<file path="config.mk">
export PLATFORM = sky130hd
export DESIGN_NAME = jmpc_top
export DESIGN_NICKNAME = d
export VERILOG_FILES = /design/src/hdl/jmpc_pkg.sv /design/src/hdl/jmpc_top.sv
export VERILOG_INCLUDE_DIRS = /design/src /design/src/hdl
export SDC_FILE = /design/constraint.sdc
export NUM_CORES = 1
export LEC_CHECK = 0
export ABC_CLOCK_PERIOD_IN_PS = 9100
export BUFFER_PORTS_ARGS = -buffer_cell sky130_fd_sc_hd__buf_4
export CAP_MARGIN = 20
export CORE_MARGIN = 3
export CORE_UTILIZATION = 55
export CTS_BUF_LIST = sky130_fd_sc_hd__clkbuf_4
export CTS_CLUSTER_SIZE = 8
export DETAILED_ROUTE_END_ITERATION = 12
export PLACE_DENSITY = 0.76
export SETUP_SLACK_MARGIN = 0.3
export SYNTH_ARGS = -nofsm -noshare
export SYNTH_HDL_FRONTEND = slang
export SYNTH_SLANG_ARGS = --single-unit
</file>
<file path="constraint.sdc">
create_clock -name sys_clk -period 9.1 [get_ports sys_clk]
set_clock_uncertainty 0.1 [all_clocks]
set_input_delay 1.82 -clock sys_clk [delete_from_list [all_inputs] [get_ports sys_clk]]
set_output_delay 1.82 -clock sys_clk [all_outputs]
set_load 0.01 [all_outputs]
</file>
<file path="src/hdl/jmpc_map.svh">
// jmpc_map.svh: register offsets, reset values and timing counts of the panel control block
// assumes: included by the top module, the checker and the test bench, 50 MHz system clock
`ifndef JMPC_MAP_SVH
`define JMPC_MAP_SVH
// ------------------------------------------------------------
// register offsets (byte addresses)
// ------------------------------------------------------------
`define JMPC_OFF_KEYS      12'h000
`define JMPC_OFF_STATUS    12'h004
`define JMPC_OFF_ANALOG    12'h008
`define JMPC_OFF_THR_PCT   12'h00C
`define JMPC_OFF_THR_NS    12'h010
`define JMPC_OFF_MEAS      12'h014
`define JMPC_OFF_OUTPUTS   12'h018
`define JMPC_OFF_VERSION   12'h01C
// ------------------------------------------------------------
// key bit positions in the keys register
// ------------------------------------------------------------
`define JMPC_KEY_MEDIA     0
`define JMPC_KEY_EQ        1
`define JMPC_KEY_CLKREC    2
`define JMPC_KEY_TCONST    3
`define JMPC_KEY_SLICE     4
`define JMPC_KEY_DELAY     5
`define JMPC_KEY_SCALE     6
`define JMPC_KEY_INHIBIT   7
`define JMPC_KEY_JUDGE     8
`define JMPC_KEY_SHIFT     9
`define JMPC_NUM_KEYS      10
// ------------------------------------------------------------
// status bit positions
// ------------------------------------------------------------
`define JMPC_ST_NOSIG      0
`define JMPC_ST_CLKBAD     1
// ------------------------------------------------------------
// reset values and limits
// ------------------------------------------------------------
`define JMPC_THR_RST       16'h0100
`define JMPC_OFFSET_MAX    8'h0A
`define JMPC_MANUAL_MIN    8'h0A
`define JMPC_MANUAL_MAX    8'h5A
`define JMPC_PHASE_TARGET  9'h0B4
`define JMPC_VERSION_VAL   32'h0001_0000
// ------------------------------------------------------------
// timing: fail lamp blink half period
// ------------------------------------------------------------
`define JMPC_CLK_HZ        50000000
`define JMPC_BLINK_MS      250
`define JMPC_BLINK_CYC     ((`JMPC_CLK_HZ / 1000) * `JMPC_BLINK_MS)
`endif

</file>
<file path="src/hdl/jmpc_pkg.sv">
// jmpc_pkg.sv: types shared by the panel control block
// assumes: constants come from jmpc_map.svh
package jmpc_pkg;
  typedef enum logic [1:0] {MEDIA_DVD = 2'b00, MEDIA_CD = 2'b01} jmpc_media_type;
  typedef enum logic [1:0] {SLICE_AUTO = 2'b00, SLICE_OFFSET = 2'b01, SLICE_MANUAL = 2'b11} jmpc_slice_type;
  typedef enum logic [1:0] {METER_MEAS = 2'b00, METER_SLICE = 2'b01, METER_JUDGE = 2'b11,
                            METER_VERSION = 2'b10} jmpc_meter_type;
  typedef struct packed {
    jmpc_media_type media;
    logic           equalizer_enable;
    logic           clk_recovery;
    logic [1:0]     tconst;
    jmpc_slice_type slice_mode;
    logic           delay_manual;
    logic           unit_ns;
    logic           scale_pct;
    logic [1:0]     scale_ns;
    logic           inhibit_on;
    logic           inhibit_inv;
  } jmpc_settings_type;
endpackage : jmpc_pkg

</file>
<file path="src/hdl/jmpc_top.sv">
// jmpc_top.sv: front panel control of a jitter meter, keys, settings, meter source and judge lamps
// assumes: APB master on sys_clk, keys arrive as levels in a register written by panel firmware
//
// Overview of operation
// - media key toggles media between CD and DVD; indicator shows it
// - shift plus media key initializes all settings
// - equalizer key toggles equalizer; lamp lit while on
// - equalizer cannot be enabled while media is CD
// - clock recovery key toggles loop; clock taken from RF when on
// - time constant key cycles 0.03, 0.1, 0.3, 1 s
// - shift plus time constant key shows firmware version
// - slice key cycles auto, offset, manual; indicator shows mode
// - shift plus slice key held shows slice level on meter
// - offset mode adds user offset clamped to plus or minus 10 percent
// - manual mode uses user level clamped to 10 to 90 percent
// - delay key toggles delay mode auto and manual
// - auto delay servos average phase toward 180 degrees
// - delay control sets delay only in manual mode
// - percent unit: scale key toggles 10 and 20 percent
// - ns unit: scale key cycles 1.5, 5, 15, 50 ns
// - shift plus scale key toggles percent and ns unit
// - inhibit key toggles inhibit; with shift inverts polarity
// - judge key held shows threshold on meter
// - pass lamp when below threshold, fail lamp when above
// - fail lamp blinks on no signal or clock out of range
// - separate threshold kept per unit
//
// Implementation choices: the APB interface to the registers and the register addresses.
`timescale 1ns/1ps
`include "jmpc_map.svh"
module jmpc_top #(
  parameter int BLINK_CYC = `JMPC_BLINK_CYC
) (
  // clock and reset
  input  wire logic                       sys_clk,
  input  wire logic                       rst,
  // apb slave
  input  wire logic                       psel,
  input  wire logic                       penable,
  input  wire logic                       pwrite,
  input  wire logic [11:0]                paddr,
  input  wire logic [31:0]                pwdata,
  output logic                            pready,
  output logic [31:0]                     prdata,
  output logic                            pslverr,
  // settings and indicators
  output jmpc_pkg::jmpc_settings_type     settings,
  output jmpc_pkg::jmpc_meter_type        meter_src,
  output logic [7:0]                      slice_level,
  output logic [8:0]                      clock_delay,
  output logic                            pass_led,
  output logic                            fail_led
);
  // ------------------------------------------------------------
  // apb decode
  // ------------------------------------------------------------
  wire        wr_en    = psel & penable & pwrite;
  wire        rd_en    = psel & penable & ~pwrite;
  wire        sel_keys = paddr == `JMPC_OFF_KEYS;
  wire        sel_st   = paddr == `JMPC_OFF_STATUS;
  wire        sel_an   = paddr == `JMPC_OFF_ANALOG;
  wire        sel_tp   = paddr == `JMPC_OFF_THR_PCT;
  wire        sel_tn   = paddr == `JMPC_OFF_THR_NS;
  wire        sel_ms   = paddr == `JMPC_OFF_MEAS;
  wire        sel_out  = paddr == `JMPC_OFF_OUTPUTS;
  wire        sel_ver  = paddr == `JMPC_OFF_VERSION;
  wire        mapped   = sel_keys | sel_st | sel_an | sel_tp | sel_tn | sel_ms | sel_out | sel_ver;

  logic [`JMPC_NUM_KEYS-1:0] keys_reg;
  logic [`JMPC_NUM_KEYS-1:0] keys_prev_reg;
  logic [1:0]                status_reg;
  logic [7:0]                offset_knob_reg;
  logic [7:0]                level_knob_reg;
  logic [8:0]                delay_knob_reg;
  logic [15:0]               thr_pct_reg;
  logic [15:0]               thr_ns_reg;
  logic [15:0]               meas_reg;
  logic [8:0]                phase_reg;
  logic [7:0]                auto_level_reg;
  jmpc_pkg::jmpc_settings_type set_reg;
  jmpc_pkg::jmpc_meter_type    meter_reg;
  logic [7:0]                slice_reg;
  logic [8:0]                delay_reg;
  logic                      pass_reg;
  logic                      fail_reg;
  logic                      blink_reg;
  logic [31:0]               blink_cnt_reg;
  logic [31:0]               prdata_reg;
  logic                      pslverr_reg;

  // ------------------------------------------------------------
  // key edges, shift qualifies the press
  // ------------------------------------------------------------
  wire [`JMPC_NUM_KEYS-1:0] press = keys_reg & ~keys_prev_reg;
  wire shift   = keys_reg[`JMPC_KEY_SHIFT];
  wire p_media = press[`JMPC_KEY_MEDIA];
  wire p_eq    = press[`JMPC_KEY_EQ] & ~shift;
  wire p_clk   = press[`JMPC_KEY_CLKREC] & ~shift;
  wire p_tc    = press[`JMPC_KEY_TCONST] & ~shift;
  wire p_slice = press[`JMPC_KEY_SLICE] & ~shift;
  wire p_delay = press[`JMPC_KEY_DELAY] & ~shift;
  wire p_scale = press[`JMPC_KEY_SCALE] & ~shift;
  wire p_unit  = press[`JMPC_KEY_SCALE] & shift;
  wire p_inh   = press[`JMPC_KEY_INHIBIT] & ~shift;
  wire p_pol   = press[`JMPC_KEY_INHIBIT] & shift;
  wire do_init = p_media & shift;
  wire do_media = p_media & ~shift;
  wire p_ver   = press[`JMPC_KEY_TCONST] & shift;

  // ------------------------------------------------------------
  // next settings
  // ------------------------------------------------------------
  jmpc_pkg::jmpc_settings_type set_next;
  jmpc_pkg::jmpc_settings_type set_init;
  always_comb
  begin
    set_init = '0;
    set_init.media = jmpc_pkg::MEDIA_DVD;
    set_init.slice_mode = jmpc_pkg::SLICE_AUTO;
    set_next = set_reg;
    if (do_media)
    begin
      set_next.media = (set_reg.media == jmpc_pkg::MEDIA_CD) ? jmpc_pkg::MEDIA_DVD
                                                            : jmpc_pkg::MEDIA_CD;
    end
    if (p_eq)
    begin
      set_next.equalizer_enable = ~set_reg.equalizer_enable;
    end
    if (p_clk)
    begin
      set_next.clk_recovery = ~set_reg.clk_recovery;
    end
    if (p_tc)
    begin
      set_next.tconst = set_reg.tconst + 2'h1;
    end
    if (p_slice)
    begin
      case (set_reg.slice_mode)
        jmpc_pkg::SLICE_AUTO:   set_next.slice_mode = jmpc_pkg::SLICE_OFFSET;
        jmpc_pkg::SLICE_OFFSET: set_next.slice_mode = jmpc_pkg::SLICE_MANUAL;
        default:                set_next.slice_mode = jmpc_pkg::SLICE_AUTO;
      endcase
    end
    if (p_delay)
    begin
      set_next.delay_manual = ~set_reg.delay_manual;
    end
    if (p_scale && !set_reg.unit_ns)
    begin
      set_next.scale_pct = ~set_reg.scale_pct;
    end
    if (p_scale && set_reg.unit_ns)
    begin
      set_next.scale_ns = set_reg.scale_ns + 2'h1;
    end
    if (p_unit)
    begin
      set_next.unit_ns = ~set_reg.unit_ns;
    end
    if (p_inh)
    begin
      set_next.inhibit_on = ~set_reg.inhibit_on;
    end
    if (p_pol)
    begin
      set_next.inhibit_inv = ~set_reg.inhibit_inv;
    end
    // eq refused with CD, also dropped when media switches to CD
    if (set_next.media == jmpc_pkg::MEDIA_CD)
    begin
      set_next.equalizer_enable = 1'b0;
    end
    if (do_init)
    begin
      set_next = set_init;
    end
  end

  // ------------------------------------------------------------
  // meter source: held keys override, version latched until next press
  // ------------------------------------------------------------
  wire any_press = |press[`JMPC_KEY_SHIFT-1:0];
  wire slice_show = keys_reg[`JMPC_KEY_SLICE] & shift;
  wire judge_show = keys_reg[`JMPC_KEY_JUDGE];
  jmpc_pkg::jmpc_meter_type meter_next;
  always_comb
  begin
    if (judge_show)
      meter_next = jmpc_pkg::METER_JUDGE;
    else if (slice_show)
      meter_next = jmpc_pkg::METER_SLICE;
    else if (p_ver)
      meter_next = jmpc_pkg::METER_VERSION;
    else if (any_press || meter_reg != jmpc_pkg::METER_VERSION)
      meter_next = jmpc_pkg::METER_MEAS;
    else
      meter_next = meter_reg;
  end

  // ------------------------------------------------------------
  // slice level and delay
  // ------------------------------------------------------------
  wire signed [8:0] off_s   = $signed({offset_knob_reg[7], offset_knob_reg});
  wire signed [8:0] off_max = $signed({1'b0, `JMPC_OFFSET_MAX});
  wire signed [8:0] off_c   = (off_s > off_max) ? off_max : (off_s < -off_max) ? -off_max : off_s;
  wire signed [9:0] sum_off = $signed({2'b00, auto_level_reg}) + 10'(off_c);
  wire [7:0] off_level = (sum_off < 0) ? 8'h00 : (sum_off > 10'sd255) ? 8'hFF : sum_off[7:0];
  wire [7:0] man_level = (level_knob_reg < `JMPC_MANUAL_MIN) ? `JMPC_MANUAL_MIN :
                         (level_knob_reg > `JMPC_MANUAL_MAX) ? `JMPC_MANUAL_MAX : level_knob_reg;
  wire [7:0] slice_next = (set_reg.slice_mode == jmpc_pkg::SLICE_MANUAL) ? man_level :
                          (set_reg.slice_mode == jmpc_pkg::SLICE_OFFSET) ? off_level : auto_level_reg;
  // auto servo steps one unit a cycle; slow but never overshoots
  wire [8:0] auto_delay = (phase_reg < `JMPC_PHASE_TARGET && delay_reg != 9'h1FF) ? delay_reg + 9'h001 :
                          (phase_reg > `JMPC_PHASE_TARGET && delay_reg != 9'h000) ? delay_reg - 9'h001 :
                          delay_reg;
  wire [8:0] delay_next = set_reg.delay_manual ? delay_knob_reg : auto_delay;

  // ------------------------------------------------------------
  // judgement
  // ------------------------------------------------------------
  wire [15:0] thr     = set_reg.unit_ns ? thr_ns_reg : thr_pct_reg;
  wire        bad_sig = |status_reg;
  wire        blink_t = blink_cnt_reg == 32'(BLINK_CYC - 1);
  wire        pass_next = ~bad_sig & (meas_reg < thr);
  wire        fail_next = bad_sig ? blink_reg : (meas_reg > thr);

  // ------------------------------------------------------------
  // read mux
  // ------------------------------------------------------------
  wire [31:0] rd_mux =
    sel_keys ? {22'h00_0000, keys_reg} :
    sel_st   ? {30'h0000_0000, status_reg} :
    sel_an   ? {7'h00, delay_knob_reg, level_knob_reg, offset_knob_reg} :
    sel_tp   ? {16'h0000, thr_pct_reg} :
    sel_tn   ? {16'h0000, thr_ns_reg} :
    sel_ms   ? {7'h00, phase_reg, meas_reg} :
    sel_out  ? {3'h0, fail_reg, pass_reg, meter_reg, slice_reg, 2'h0, set_reg} :
    sel_ver  ? `JMPC_VERSION_VAL : 32'h0000_0000;

  // ------------------------------------------------------------
  // registers
  // ------------------------------------------------------------
  always_ff @(posedge sys_clk or posedge rst)
  begin
    if (rst)
    begin
      keys_reg        <= '0;
      offset_knob_reg <= 8'h00;
      level_knob_reg  <= 8'h32;
      delay_knob_reg  <= 9'h000;
      thr_pct_reg     <= `JMPC_THR_RST;
      thr_ns_reg      <= `JMPC_THR_RST;
      status_reg      <= 2'h0;
      meas_reg        <= 16'h0000;
      phase_reg       <= 9'h000;
      auto_level_reg  <= 8'h32;
    end
    else if (wr_en)
    begin
      if (sel_keys) keys_reg <= pwdata[`JMPC_NUM_KEYS-1:0];
      if (sel_st)   status_reg <= pwdata[1:0];
      if (sel_an)
      begin
        offset_knob_reg <= pwdata[7:0];
        level_knob_reg  <= pwdata[15:8];
        delay_knob_reg  <= pwdata[24:16];
      end
      if (sel_tp) thr_pct_reg <= pwdata[15:0];
      if (sel_tn) thr_ns_reg  <= pwdata[15:0];
      if (sel_ms)
      begin
        meas_reg  <= pwdata[15:0];
        phase_reg <= pwdata[24:16];
        auto_level_reg <= {pwdata[31:25], 1'b0};
      end
    end
  end

  always_ff @(posedge sys_clk or posedge rst)
  begin
    if (rst)
    begin
      keys_prev_reg <= '0;
      set_reg       <= '0;
      meter_reg     <= jmpc_pkg::METER_MEAS;
      slice_reg     <= 8'h00;
      delay_reg     <= 9'h000;
      pass_reg      <= 1'b0;
      fail_reg      <= 1'b0;
      blink_reg     <= 1'b0;
      blink_cnt_reg <= 32'h0000_0000;
      prdata_reg    <= 32'h0000_0000;
      pslverr_reg   <= 1'b0;
    end
    else
    begin
      keys_prev_reg <= keys_reg;
      set_reg       <= set_next;
      meter_reg     <= meter_next;
      slice_reg     <= slice_next;
      delay_reg     <= delay_next;
      pass_reg      <= pass_next;
      fail_reg      <= fail_next;
      blink_cnt_reg <= blink_t ? 32'h0000_0000 : blink_cnt_reg + 32'h0000_0001;
      blink_reg     <= blink_t ? ~blink_reg : blink_reg;
      prdata_reg    <= (psel & ~penable & ~pwrite) ? rd_mux : prdata_reg;
      pslverr_reg   <= psel & ~penable & ~mapped;
    end
  end

  // ------------------------------------------------------------
  // outputs; zero wait states, read data staged in setup cycle
  // ------------------------------------------------------------
  assign pready      = 1'b1;
  assign prdata      = prdata_reg;
  assign pslverr     = pslverr_reg;
  assign settings    = set_reg;
  assign meter_src   = meter_reg;
  assign slice_level = slice_reg;
  assign clock_delay = delay_reg;
  assign pass_led    = pass_reg;
  assign fail_led    = fail_reg;
  wire unused_rd = rd_en;
endmodule : jmpc_top

</file>
---- Yosys cells after proc, flatten, opt, wreduce, memory -nomap -nowiden ----
Cells that the tools add are included.
storage, ports and cells
  register bits ........................... 212
  latch bits .............................. 0
  bits in writable memories ............... 0
  ROM bits ................................ 0
  input bits .............................. 49
  output and inout bits ................... 70
  logic and storage cells ................. 172
  memories kept ........................... 0
operators by class
  add/sub/neg operators ................... 6
  $mul .................................... 0
  divide/modulo/power cells ............... 0
  order comparisons ....................... 10
  eq/ne operators ......................... 14
  shift-type cells ........................ 0
  multiplexer cells ....................... 41
  bitwise logic cells ..................... 41
  reduce and logical (&&, ||, !) cells .... 29
operators by type and width
  kind                     count
  $mux W29                 7
  $eq A12 B5 Y1 const B    4
  $mux W8                  6
  $mux W9                  5
  $add A32 B1 Y32 const B  1
  $eq A32 B24 Y1 const B   1
  $mux W32                 1
  $eq A12 B4 Y1 const B    2
  $and A1 B1 Y1            19
  $reduce_bool A2 Y1       9
  $mux W17                 1
  $gt A16 B16 Y1           1
  $lt A16 B16 Y1           1
  $mux W16                 1
  $mux W2                  8
  $mux W15                 1
  $not A1 Y1               13
  $eq A12 B3 Y1 const B    1
  $logic_not A12 Y1        1
  $reduce_and A2 Y1        6
  $add A9 B9 Y10           1
  $gt A10 B9 Y1 const B    1
  $lt A10 B1 Y1 const B    1
  $mux W1                  10
  26 further kinds         39

---- Logic depth before layout (Yosys ltp) ----
Gate-level depths: netlist of run 1.
  word-level depth ........................ 10
  mapped depth ............................ 14

---- Least setup slack after synthesis of run 1 ----
OpenSTA, ideal clock, no wires.
  path type ............................... input-to-reg
  start point ............................. in paddr[9]
  end point ............................... reg thr_pct_reg[0]
  library setup time ...................... 0.128 ns
  data arrival time ....................... 3.771 ns
  required time ........................... 8.872 ns
  setup slack ............................. 5.101 ns
  stages on the path ...................... 7
  path buffers ............................ 3
  cells stage by stage .................... or4_1 > buf_6 > or2_1 > buf_6 > nor4_4 > buf_6 > mux2_1
between the ends
  word-level cells in the longest chain between the ends .. 2
RTL lines
  item                         line             RTL
  start: declaration           jmpc_top.sv:41   input wire logic [11:0] paddr,
  $eq A12 B4 Y1 (no line)      n/a
  $reduce_and A2 Y1 (no line)  n/a
  end signal: assignment       jmpc_top.sv:253  thr_pct_reg <= `JMPC_THR_RST;
  end signal: assignment       jmpc_top.sv:270  if (sel_tp) thr_pct_reg <= pwdata[15:0];
  end: declaration             jmpc_top.sv:75   logic [15:0] thr_pct_reg;
Every way passes these cells.
A chain may end at the register's enable or synchronous reset.

---- Worst setup path after layout of run 1 ----
  start point ............................. in paddr[9]
  end point ............................... reg prdata_reg[0] (netlist: prdata[0])
between the ends
  word-level cells in the longest chain between the ends .. 8
  elaborated cells on any way between the ends .. 14
RTL lines
  item                     line             RTL
  $eq A12 B5 Y1 (no line)  n/a
  $mux W29                 jmpc_top.sv:239  sel_out ? {3'h0, fail_reg, pass_reg, meter_reg, slice_reg, 2'h0, set_reg} :
  $mux W29                 jmpc_top.sv:238  sel_ms ? {7'h00, phase_reg, meas_reg} :
  $mux W29                 jmpc_top.sv:237  sel_tn ? {16'h0000, thr_ns_reg} :
  $mux W29                 jmpc_top.sv:236  sel_tp ? {16'h0000, thr_pct_reg} :
  $mux W29                 jmpc_top.sv:235  sel_an ? {7'h00, delay_knob_reg, level_knob_reg, offset_knob_reg} :
  $mux W29                 jmpc_top.sv:234  sel_st ? {30'h0000_0000, status_reg} :
  $mux W29 *               jmpc_top.sv:233  sel_keys ? {22'h00_0000, keys_reg} :
  end signal: assignment   jmpc_top.sv:308  prdata_reg <= (psel & ~penable & ~pwrite) ? rd_mux : prdata_reg;
  end: declaration         jmpc_top.sv:88   logic [31:0] prdata_reg;
Every way passes the cells marked *; elsewhere a longest branch is shown, timed or not.

==> impl_metrics.env, run 1 <==
export IMPL_status="finished clean"
export IMPL_core_area_sq_um=19000
export IMPL_hold_violations=0
export IMPL_grt_usage_pct=26.1
export IMPL_worst_slack_ns=5.21
export IMPL_drt_wl_total_um=28200
export IMPL_grt_pass1_vias=8350
export IMPL_pre_cts_ws_ns=4.60
export IMPL_clock_path_buffers=3
export IMPL_remaining_drc_errors=0
export IMPL_hpwl_um=20500
export IMPL_htreeDepth=2
export IMPL_die_height_um=146
export IMPL_use_met2_pct=40.4
export IMPL_syn_avg_cell_area_sq_um=10.7
export IMPL_power_density_nw_per_um2=159
export IMPL_yosysMostFrequentCell="dfrtp_1"
export IMPL_gp_congestion=0.945
export IMPL_syn_cell_area_sq_um=10800
export IMPL_relSlewSlack_pct=31.0
export IMPL_yosys_warnings=0
export IMPL_rr_startpoint="offset_knob_reg[4]"
export IMPL_cts_hold_buf=0
export IMPL_hold_path_startpoint="keys_reg[2]"
export IMPL_timing_rr_end="slice_level[2]"
export IMPL_postRouteAntennaNets=0
export IMPL_drt_initial_drc_count=577
export IMPL_antenna_found_initial=2
export IMPL_synth_edf_count=0
export IMPL_synth_flop_cell="dfrtp_1"
export IMPL_yosysUniqueCellTypes=72
export IMPL_startpoint_type="input port"
export IMPL_synthToLayoutAreaGrowth_pct=16.4
export IMPL_min_period_over_period_pct=42.8
export IMPL_cts_root_buf="clkbuf_4"
export IMPL_critPathKind="in2reg"
export IMPL_cp_max_fo=17
export IMPL_tns_ns=0
export IMPL_min_period_ns=3.89
export IMPL_synth_seq_area_share_pct=48.3
export IMPL_path_clk_slew_ns=0.06
export IMPL_tightest_slew_ns=1.03
export IMPL_syn_instance_count=1012
export IMPL_p_leak_nw=5.86
export IMPL_synth_top_area_share_pct=46.3
export IMPL_hold_path_class="reg2reg"
export IMPL_stdcell_count=1453
export IMPL_setup_viol=0
export IMPL_io_pins=119
export IMPL_dp_cells=1353
export IMPL_ir_worst_vdd_v=0.0000912
export IMPL_port_buffers=114
export IMPL_die_w_um=146
export IMPL_nets=1233
export IMPL_cts_resized_gates=0
export IMPL_async_flop_share_pct=100
export IMPL_reg2reg_slack_ns=5.30
export IMPL_maxCapViolCount=0
export IMPL_hold_depth=0
export IMPL_final_layout_size_suffix_gt1_share_pct=29.2
export IMPL_drt_first_pass_iters=6
export IMPL_start_util_pct=56.8
export IMPL_clock_latency_ns=0.65
export IMPL_grt_use_met3_pct=6.30
export IMPL_endpoint_kind="flop"
export IMPL_rsz0062_at_grt="no"
export IMPL_placementRows=50
export IMPL_via_per_inst=5.86
export IMPL_cts_setup_buffers=0
export IMPL_grt_pass1_wl_um=44900
export IMPL_synth_top_cell_by_area="dfrtp_1"
export IMPL_vias=8510
export IMPL_fmax_mhz=257
export IMPL_dieArea_sq_um=21400
export IMPL_rr_worst_depth=13
export IMPL_top_usage_layer="met2"
export IMPL_cp_required_ns=9.47
export IMPL_grt_use_met1_pct=37.2
export IMPL_slew_violations=0
export IMPL_cts_tree="done"
export IMPL_largest_reg_flops=32
export IMPL_cts_sinks=208
export IMPL_grt_max_degree=138
export IMPL_hold_path_endpoint="keys_prev_reg[2]"
export IMPL_cts_inserted_buffers=54
export IMPL_cp_arrival_ns=4.27
export IMPL_routedWlPerCell_um=19.4
export IMPL_gr_total_overflow=0
export IMPL_ys_ff_latch=208
export IMPL_ys_top_cells_by_count="200 x dfrtp_1, 95 x mux2_2, 85 x nor2_1, 78 x nand2_1, 63 x o21ai_0"
export IMPL_ys_top_cells_by_area="dfrtp_1 46%, mux2_2 9.9%, ha_1 3.8%"
==> layer usage <==
layer / vias up / routed length, um
met5: - / 14
met4: 2 / 558
met3: 48 / 2040
met2: 298 / 13100
met1: 4191 / 12500
li1: 3971 / -
==> power breakdown <==
group	internal, mW	switching, mW
combinational	0.101	0.117
clock	0.432	0.371
sequential	0.950	0.0315
==> cell usage in the layout, fill, tap and decap left out, types with 4 or more instances in the layout <==
master,netlist,routed
dfrtp_1,200,200
buf_4,7,124
mux2_2,95,95
clkbuf_4,0,87
nor2_1,85,85
nand2_1,78,78
o21ai_0,63,63
a21oi_1,49,49
mux2i_1,37,37
nand3_1,36,36
ha_1,33,33
xor2_1,27,27
inv_1,26,25
xnor2_1,20,20
nor3_1,18,17
a22oi_1,14,14
nand4_1,11,11
nor2b_1,11,11
mux2_4,9,9
a31oi_1,8,8
dfstp_2,8,8
nand2b_1,7,7
or3_1,7,7
nor4_1,7,7
a221oi_1,7,7
clkinv_1,0,7
or2_2,6,6
and3_1,6,6
a2bb2oi_1,6,6
o211ai_1,5,5
a211oi_1,5,5
o31ai_1,5,5
o221ai_1,5,5
o21a_1,5,5
and4_1,5,5
a21o_1,4,4
o22ai_1,4,4
conb_1,2,4
clkinv_2,0,4
==> how the worst max path moves through the flow <==
stage | startpoint | slack (ns) | cells past startpoint | to
2_1_floorplan | rst | 1.51 | 1 | auto_level_reg[2]
3_3_place_gp | paddr[9] | 4.27 | 5 | thr_pct_reg[11]
3_5_place_dp | paddr[9] | 4.60 | 5 | thr_ns_reg[9]
4_1_cts | paddr[9] | 5.26 | 8 | prdata[0]
5_1_grt | offset_knob_reg[4] | 5.04 | 13 | slice_level[2]
6_report | paddr[9] | 5.21 | 8 | prdata[0]
==> critical path: stages <==
cell and delay [ns]:
buf_4 0.10, or4_1 0.72, nor4_4 0.55, buf_4 0.41, mux2i_1 0.23, nor2_1 0.06
nor4_1 0.26, o21ai_0 0.10
==> logic make-up (layout without fill, tap and decap cells) <==
| logic type | Yosys count | in the layout | share of synthesized area [%] |
|---|---|---|---|
| compound gates | 204 | 204 | 11.9 |
| xor+xnor | 47 | 47 | 3.81 |
| fa+ha+maj | 35 | 35 | 4.19 |
| buf+inv | 72 | 250 | 3.06 |
| flops | 208 | 208 | 48.3 |
| mux | 142 | 142 | 14.7 |
| other cells | 2 | 5 | 0.0695 |
| simple gates | 302 | 302 | 14.0 |
==> cell type report <==
cell class,instances,area (sq um)
Tap cell,260,325
Fill cell,1608,6440
Sequential cell,208,5220
Antenna cell,1,2.50
Inverter,26,105
Multi-Input combinational cell,734,5280
Timing Repair Buffer,125,946
Clock inverter,12,50.0
Clock buffer,87,653
==> per-stage QoR <==
stage	hold slack (ns)	area (sq um)	utilization, %	power, mW
after floorplan	0.283	10800	-	1.12
after global placement	0.302	11900	62.3	1.21
after detailed placement	0.306	11900	62.4	1.22
after CTS	0.316	12600	66.1	2.03
after global routing	0.331	12600	66.1	2.11
final	0.321	12600	66.1	2.00
No activity file was read; power rests on OpenSTA's default activity.
==> run 2: changes to the inputs <==
ABC_CLOCK_PERIOD_IN_PS = 4000   (was 9100)
clock period = 4 ns   (was 9.1 ns; I/O delays follow)
==> impl_metrics.env, run 2 (synthesized netlist as in run 1, its figures left out) <==
export IMPL_status="finished clean"
export IMPL_grt_pass1_wl_um=45400
export IMPL_cp_max_fo=7
export IMPL_clock_latency_ns=0.65
export IMPL_start_util_pct=56.8
export IMPL_port_buffers=114
export IMPL_postRouteAntennaNets=0
export IMPL_hold_violations=0
export IMPL_fmax_mhz=290
export IMPL_setup_viol=0
export IMPL_hold_path_class="in2async"
export IMPL_path_clk_slew_ns=0.07
export IMPL_min_period_over_period_pct=86.2
export IMPL_startpoint_type="flop"
export IMPL_tns_ns=0
export IMPL_antenna_found_initial=1
export IMPL_min_period_ns=3.45
export IMPL_drt_first_pass_iters=5
export IMPL_remaining_drc_errors=0
export IMPL_maxCapViolCount=0
export IMPL_crit_top_cell="ha_1"
export IMPL_relSlewSlack_pct=30.8
export IMPL_vias=8564
export IMPL_rsz0062_at_grt="no"
export IMPL_cts_sinks=208
export IMPL_slew_violations=0
export IMPL_multi_input_area_sq_um=5300
export IMPL_power_density_nw_per_um2=359
export IMPL_worst_path_max_delay_cell="dfrtp_1"
export IMPL_grt_max_degree=91
export IMPL_largest_reg_flops=32
export IMPL_grt_use_met1_pct=36.8
export IMPL_grt_usage_pct=26.2
export IMPL_die_w_um=146
export IMPL_post_route_util_pct=66.5
export IMPL_critPathKind="reg2reg"
export IMPL_synthToLayoutAreaGrowth_pct=17.0
export IMPL_gp_congestion=0.937
export IMPL_cp_cell_sequence="nand4_1 > or2_2 > ha_1 > or3_1 > ha_1 > inv_1 > fa_1 > nand2b_1 > a21oi_2 > o22ai_1 > xor2_1 > and2_2 > a2bb2oi_1"
export IMPL_final_cell_mix="200 x dfrtp_1, 131 x buf_4, 95 x mux2_2, 87 x clkbuf_4, 85 x nor2_1"
export IMPL_final_layout_size_suffix_gt1_share_pct=29.8
export IMPL_cp_endpoint="slice_level[3]"
export IMPL_drt_initial_drc_count=694
export IMPL_core_area_sq_um=19000
export IMPL_cts_inserted_buffers=54
export IMPL_use_met2_pct=41.0
export IMPL_dieArea_sq_um=21400
export IMPL_timing_rr_end="slice_level[3]"
export IMPL_cp_required_ns=4.44
export IMPL_tightest_slew_ns=1.03
export IMPL_critical_path_buf_inv_count=1
export IMPL_cts_hold_buf=0
export IMPL_placementRows=50
export IMPL_drt_wl_total_um=28300
export IMPL_reg2reg_slack_ns=0.55
export IMPL_die_height_um=146
export IMPL_cts_root_buf="clkbuf_4"
export IMPL_worst_path_stages=13
export IMPL_endpoint_kind="flop"
export IMPL_top_usage_layer="met2"
export IMPL_nets=1241
export IMPL_routedWlPerCell_um=19.4
export IMPL_seq_area_sq_um=5220
export IMPL_cts_tree="done"
export IMPL_hpwl_um=20800
export IMPL_io_pins=119
export IMPL_gr_total_overflow=0
export IMPL_cp_startpoint="offset_knob_reg[4]"
export IMPL_cp_arrival_ns=3.89
export IMPL_crit_family="simple AND/OR/NAND/NOR gates"
export IMPL_clock_path_buffers=3
export IMPL_rr_startpoint="offset_knob_reg[4]"
export IMPL_htreeDepth=2
export IMPL_grt_use_met3_pct=5.59
export IMPL_rr_worst_depth=13
export IMPL_via_per_inst=5.89
export IMPL_cpPeakStageDelay_ns=0.42
export IMPL_n_fill_cell=1596
export IMPL_grt_pass1_vias=8564
export IMPL_layout_commonest_cell="dfrtp_1"
export IMPL_p_leak_nw=5.89
export IMPL_ir_worst_vdd_v=0.000208
run 2: worst min-delay path by stage:
| stage | from | end | slack, ns | cells past startpoint |
|---|---|---|---|---|
| 2_1_floorplan | keys_reg[5] | keys_prev_reg[5] | 0.28 | 0 |
| 3_3_place_gp | keys_reg[2] | keys_prev_reg[2] | 0.30 | 0 |
| 3_5_place_dp | keys_reg[6] | keys_prev_reg[6] | 0.32 | 0 |
| 4_1_cts | rst | settings[1] | 0.20 | 2 |
| 6_report | rst | keys_prev_reg[4] | 0.22 | 2 |
| 5_1_grt | rst | keys_reg[7] | 0.25 | 2 |
run 2: per-stage QoR:
stage                     cells  power [mW]  hold WS [ns]  area [sq um]  setup WS, ns
after floorplan            1014        2.56         0.283         10800         0.406
final                      1455        4.54         0.222         12600         0.551
after global placement     1360        2.76         0.302         11900         0.536
after CTS                  1453        4.59         0.202         12600         0.349
after global routing       1455        4.77         0.247         12600         0.321
after detailed placement   1360        2.77         0.315         11900         0.377
run 2: routing by layer:
layer	up-vias	routed length (um)
li1	3973	-
met1	4181	12500
met2	357	12900
met3	53	2200
met4	0	671
met5	-	0
run 2: repair_timing:
item | 4_1_cts | 5_1_grt
gates resized for setup | 0 | 4
setup buffers | 0 | 1
setup endpoints to repair | 0 | 8
run 2: power by group:
part / switching [mW] / internal, mW / total [mW]
Clock: 0.834 / 0.972 / 1.81
Sequential: 0.0740 / 2.16 / 2.24
Combinational: 0.262 / 0.234 / 0.496
run 2: cell type report:
class,instances,share of cell area [%]
multi-input combinational,734,41.9
sequential,208,41.2
inverter,26,0.802
timing repair buffer,133,8.09
antenna,1,0.0198
tap,260,2.57
clock buffer,87,5.17
clock inverter,6,0.188
==> run 3: changes to the inputs <==
CORE_ASPECT_RATIO = 2   (was default)
==> impl_metrics.env, run 3 (synthesized netlist as in run 1, its figures left out) <==
export IMPL_ir_worst_vdd_v=0.000166
export IMPL_final_cell_mix="200 x dfrtp_1, 131 x buf_4, 95 x mux2_2, 85 x nor2_1, 78 x nand2_1"
export IMPL_grt_max_degree=84
export IMPL_clock_path_buffers=3
export IMPL_sequentialPowerShare_pct=51.5
export IMPL_switching_share_pct=27.4
export IMPL_slew_violations=0
export IMPL_postRouteAntennaNets=0
export IMPL_gr_total_overflow=0
export IMPL_critPathKind="reg2reg"
export IMPL_start_util_pct=56.6
export IMPL_n_fill_cell=1526
export IMPL_startpoint_type="flop"
export IMPL_cts_inserted_buffers=47
export IMPL_hold_violations=0
export IMPL_cts_tree="done"
export IMPL_dieArea_sq_um=21500
export IMPL_hold_path_class="in2async"
export IMPL_port_buffers=114
export IMPL_htreeDepth=2
export IMPL_cp_arrival_ns=3.92
export IMPL_pwr_share_comb_pct=12.0
export IMPL_power_density_nw_per_um2=348
export IMPL_p_int_mw=3.17
export IMPL_cp_required_ns=4.43
export IMPL_gp_congestion=0.936
export IMPL_layout_commonest_cell="dfrtp_1"
export IMPL_tns_ns=0
export IMPL_clock_latency_ns=0.65
export IMPL_p_sw_mw=1.19
export IMPL_rsz0062_at_grt="no"
export IMPL_cp_max_fo=7
export IMPL_dp_cells=1358
export IMPL_clkPwrFrac_pct=36.5
export IMPL_cts_setup_buffers=0
export IMPL_drt_first_pass_iters=5
export IMPL_die_w_um=105
export IMPL_crit_top_cell="or2_2"
export IMPL_nets=1236
export IMPL_routedWlPerCell_um=21.4
export IMPL_grt_pass1_vias=8836
export IMPL_status="finished clean"
export IMPL_cts_resized_gates=0
export IMPL_cts_hold_buf=0
export IMPL_tightest_slew_ns=0.883
export IMPL_grt_usage_pct=29.1
export IMPL_die_height_um=204
export IMPL_via_per_inst=6.02
export IMPL_core_area_sq_um=19100
export IMPL_min_period_ns=3.49
export IMPL_placementRows=71
export IMPL_remaining_drc_errors=0
export IMPL_cts_sinks=208
export IMPL_fmax_mhz=287
export IMPL_synthToLayoutAreaGrowth_pct=16.2
export IMPL_p_leak_nw=5.83
export IMPL_multi_input_area_sq_um=5300
export IMPL_critical_path_buf_inv_count=0
export IMPL_antenna_found_initial=1
export IMPL_crit_family="simple AND/OR/NAND/NOR gates"
export IMPL_seq_area_sq_um=5220
export IMPL_maxCapViolCount=0
export IMPL_cpPeakStageDelay_ns=0.45
export IMPL_path_clk_slew_ns=0.08
export IMPL_largest_reg_flops=32
export IMPL_drt_initial_drc_count=572
export IMPL_endpoint_kind="flop"
export IMPL_final_layout_size_suffix_gt1_share_pct=28.5
export IMPL_hpwl_um=23000
export IMPL_vias=8674
export IMPL_cp_cell_sequence="nand4_1 > or2_2 > ha_1 > nor2_1 > or2_2 > fa_1 > nand2b_1 > a21oi_2 > o22ai_2 > xor2_1 > and2_2 > a2bb2oi_1"
export IMPL_setup_viol=0
export IMPL_drt_wl_total_um=30900
export IMPL_relSlewSlack_pct=41.2
export IMPL_cts_root_buf="clkbuf_4"
export IMPL_min_period_over_period_pct=87.1
export IMPL_grt_pass1_wl_um=48300
export IMPL_worst_path_max_delay_cell="dfrtp_1"
export IMPL_stdcell_count=1440
export IMPL_io_pins=119
==> run 3: cell types whose count changed in the layout (fill, tap and decap cells not counted), sizes merged <==
cell	delta
buf	+2
clkbuf	-19
inv	-1
clkinv	+8
==> run 3: layout make-up <==
type / instances / share of cell area [%]
tap: 255 / 2.54
clock buffer: 68 / 4.06
timing repair buffer: 135 / 8.47
clock inverter: 13 / 0.398
inverter: 26 / 0.807
sequential: 208 / 41.5
multi-input combinational: 734 / 42.2
antenna: 1 / 0.0199
==> run 3: final timing paths <==
path	start	cells after the start	slack (ns)	endpoint
max reg2reg	offset_knob_reg[4]	12	0.51	slice_level[3]
min in group sys_clk	pwdata[30]	2	0.29	auto_level_reg[6]
max in group asynchronous	rst	3	2.74	settings[7]
min reg2reg	keys_reg[5]	0	0.32	keys_prev_reg[5]
min	rst	2	0.16	prdata[18]
max	offset_knob_reg[4]	12	0.51	slice_level[3]
==> run 3: power by group through the flow <==
stage,Sequential [mW],Clock (mW),Combinational [mW]
finish,2.25,1.59,0.525
CTS,2.25,1.64,0.531
global placement,2.28,0,0.518
floorplan,2.28,0,0.280
global route,2.25,1.75,0.576
detailed placement,2.29,0,0.527
==> run 3: per-stage QoR <==
stage                     total power [mW]  hold slack (ns)  util (%)  cell area [sq um]  setup WS [ns]
after floorplan                       2.56            0.283         -              10800          0.406
after global placement                2.80            0.303      62.7              12000          0.491
after detailed placement              2.81            0.308      62.7              12000          0.382
after CTS                             4.42            0.137      65.6              12500          0.372
after global routing                  4.58            0.174      65.8              12600          0.316
final                                 4.37            0.161      65.8              12600          0.514
==> run 3: per-layer routing <==
metal | routed length [um] | vias to the layer above | global-route usage [%]
li1 | - | 3975 | -
met4 | 2640 | 0 | 21.8
met1 | 10500 | 4241 | 30.4
met5 | 0 | - | 0
met3 | 1450 | 133 | 4.24
met2 | 16300 | 325 | 52.1
==> run 3: worst register-to-register path, stage by stage, from the launching register on <==
cell and delay [ns]:
dfrtp_1 0.45, nand4_1 0.11, or2_2 0.30, ha_1 0.39, nor2_1 0.06, or2_2 0.30
fa_1 0.43, nand2b_1 0.19, a21oi_2 0.21, o22ai_2 0.14, xor2_1 0.26, and2_2 0.26
a2bb2oi_1 0.19
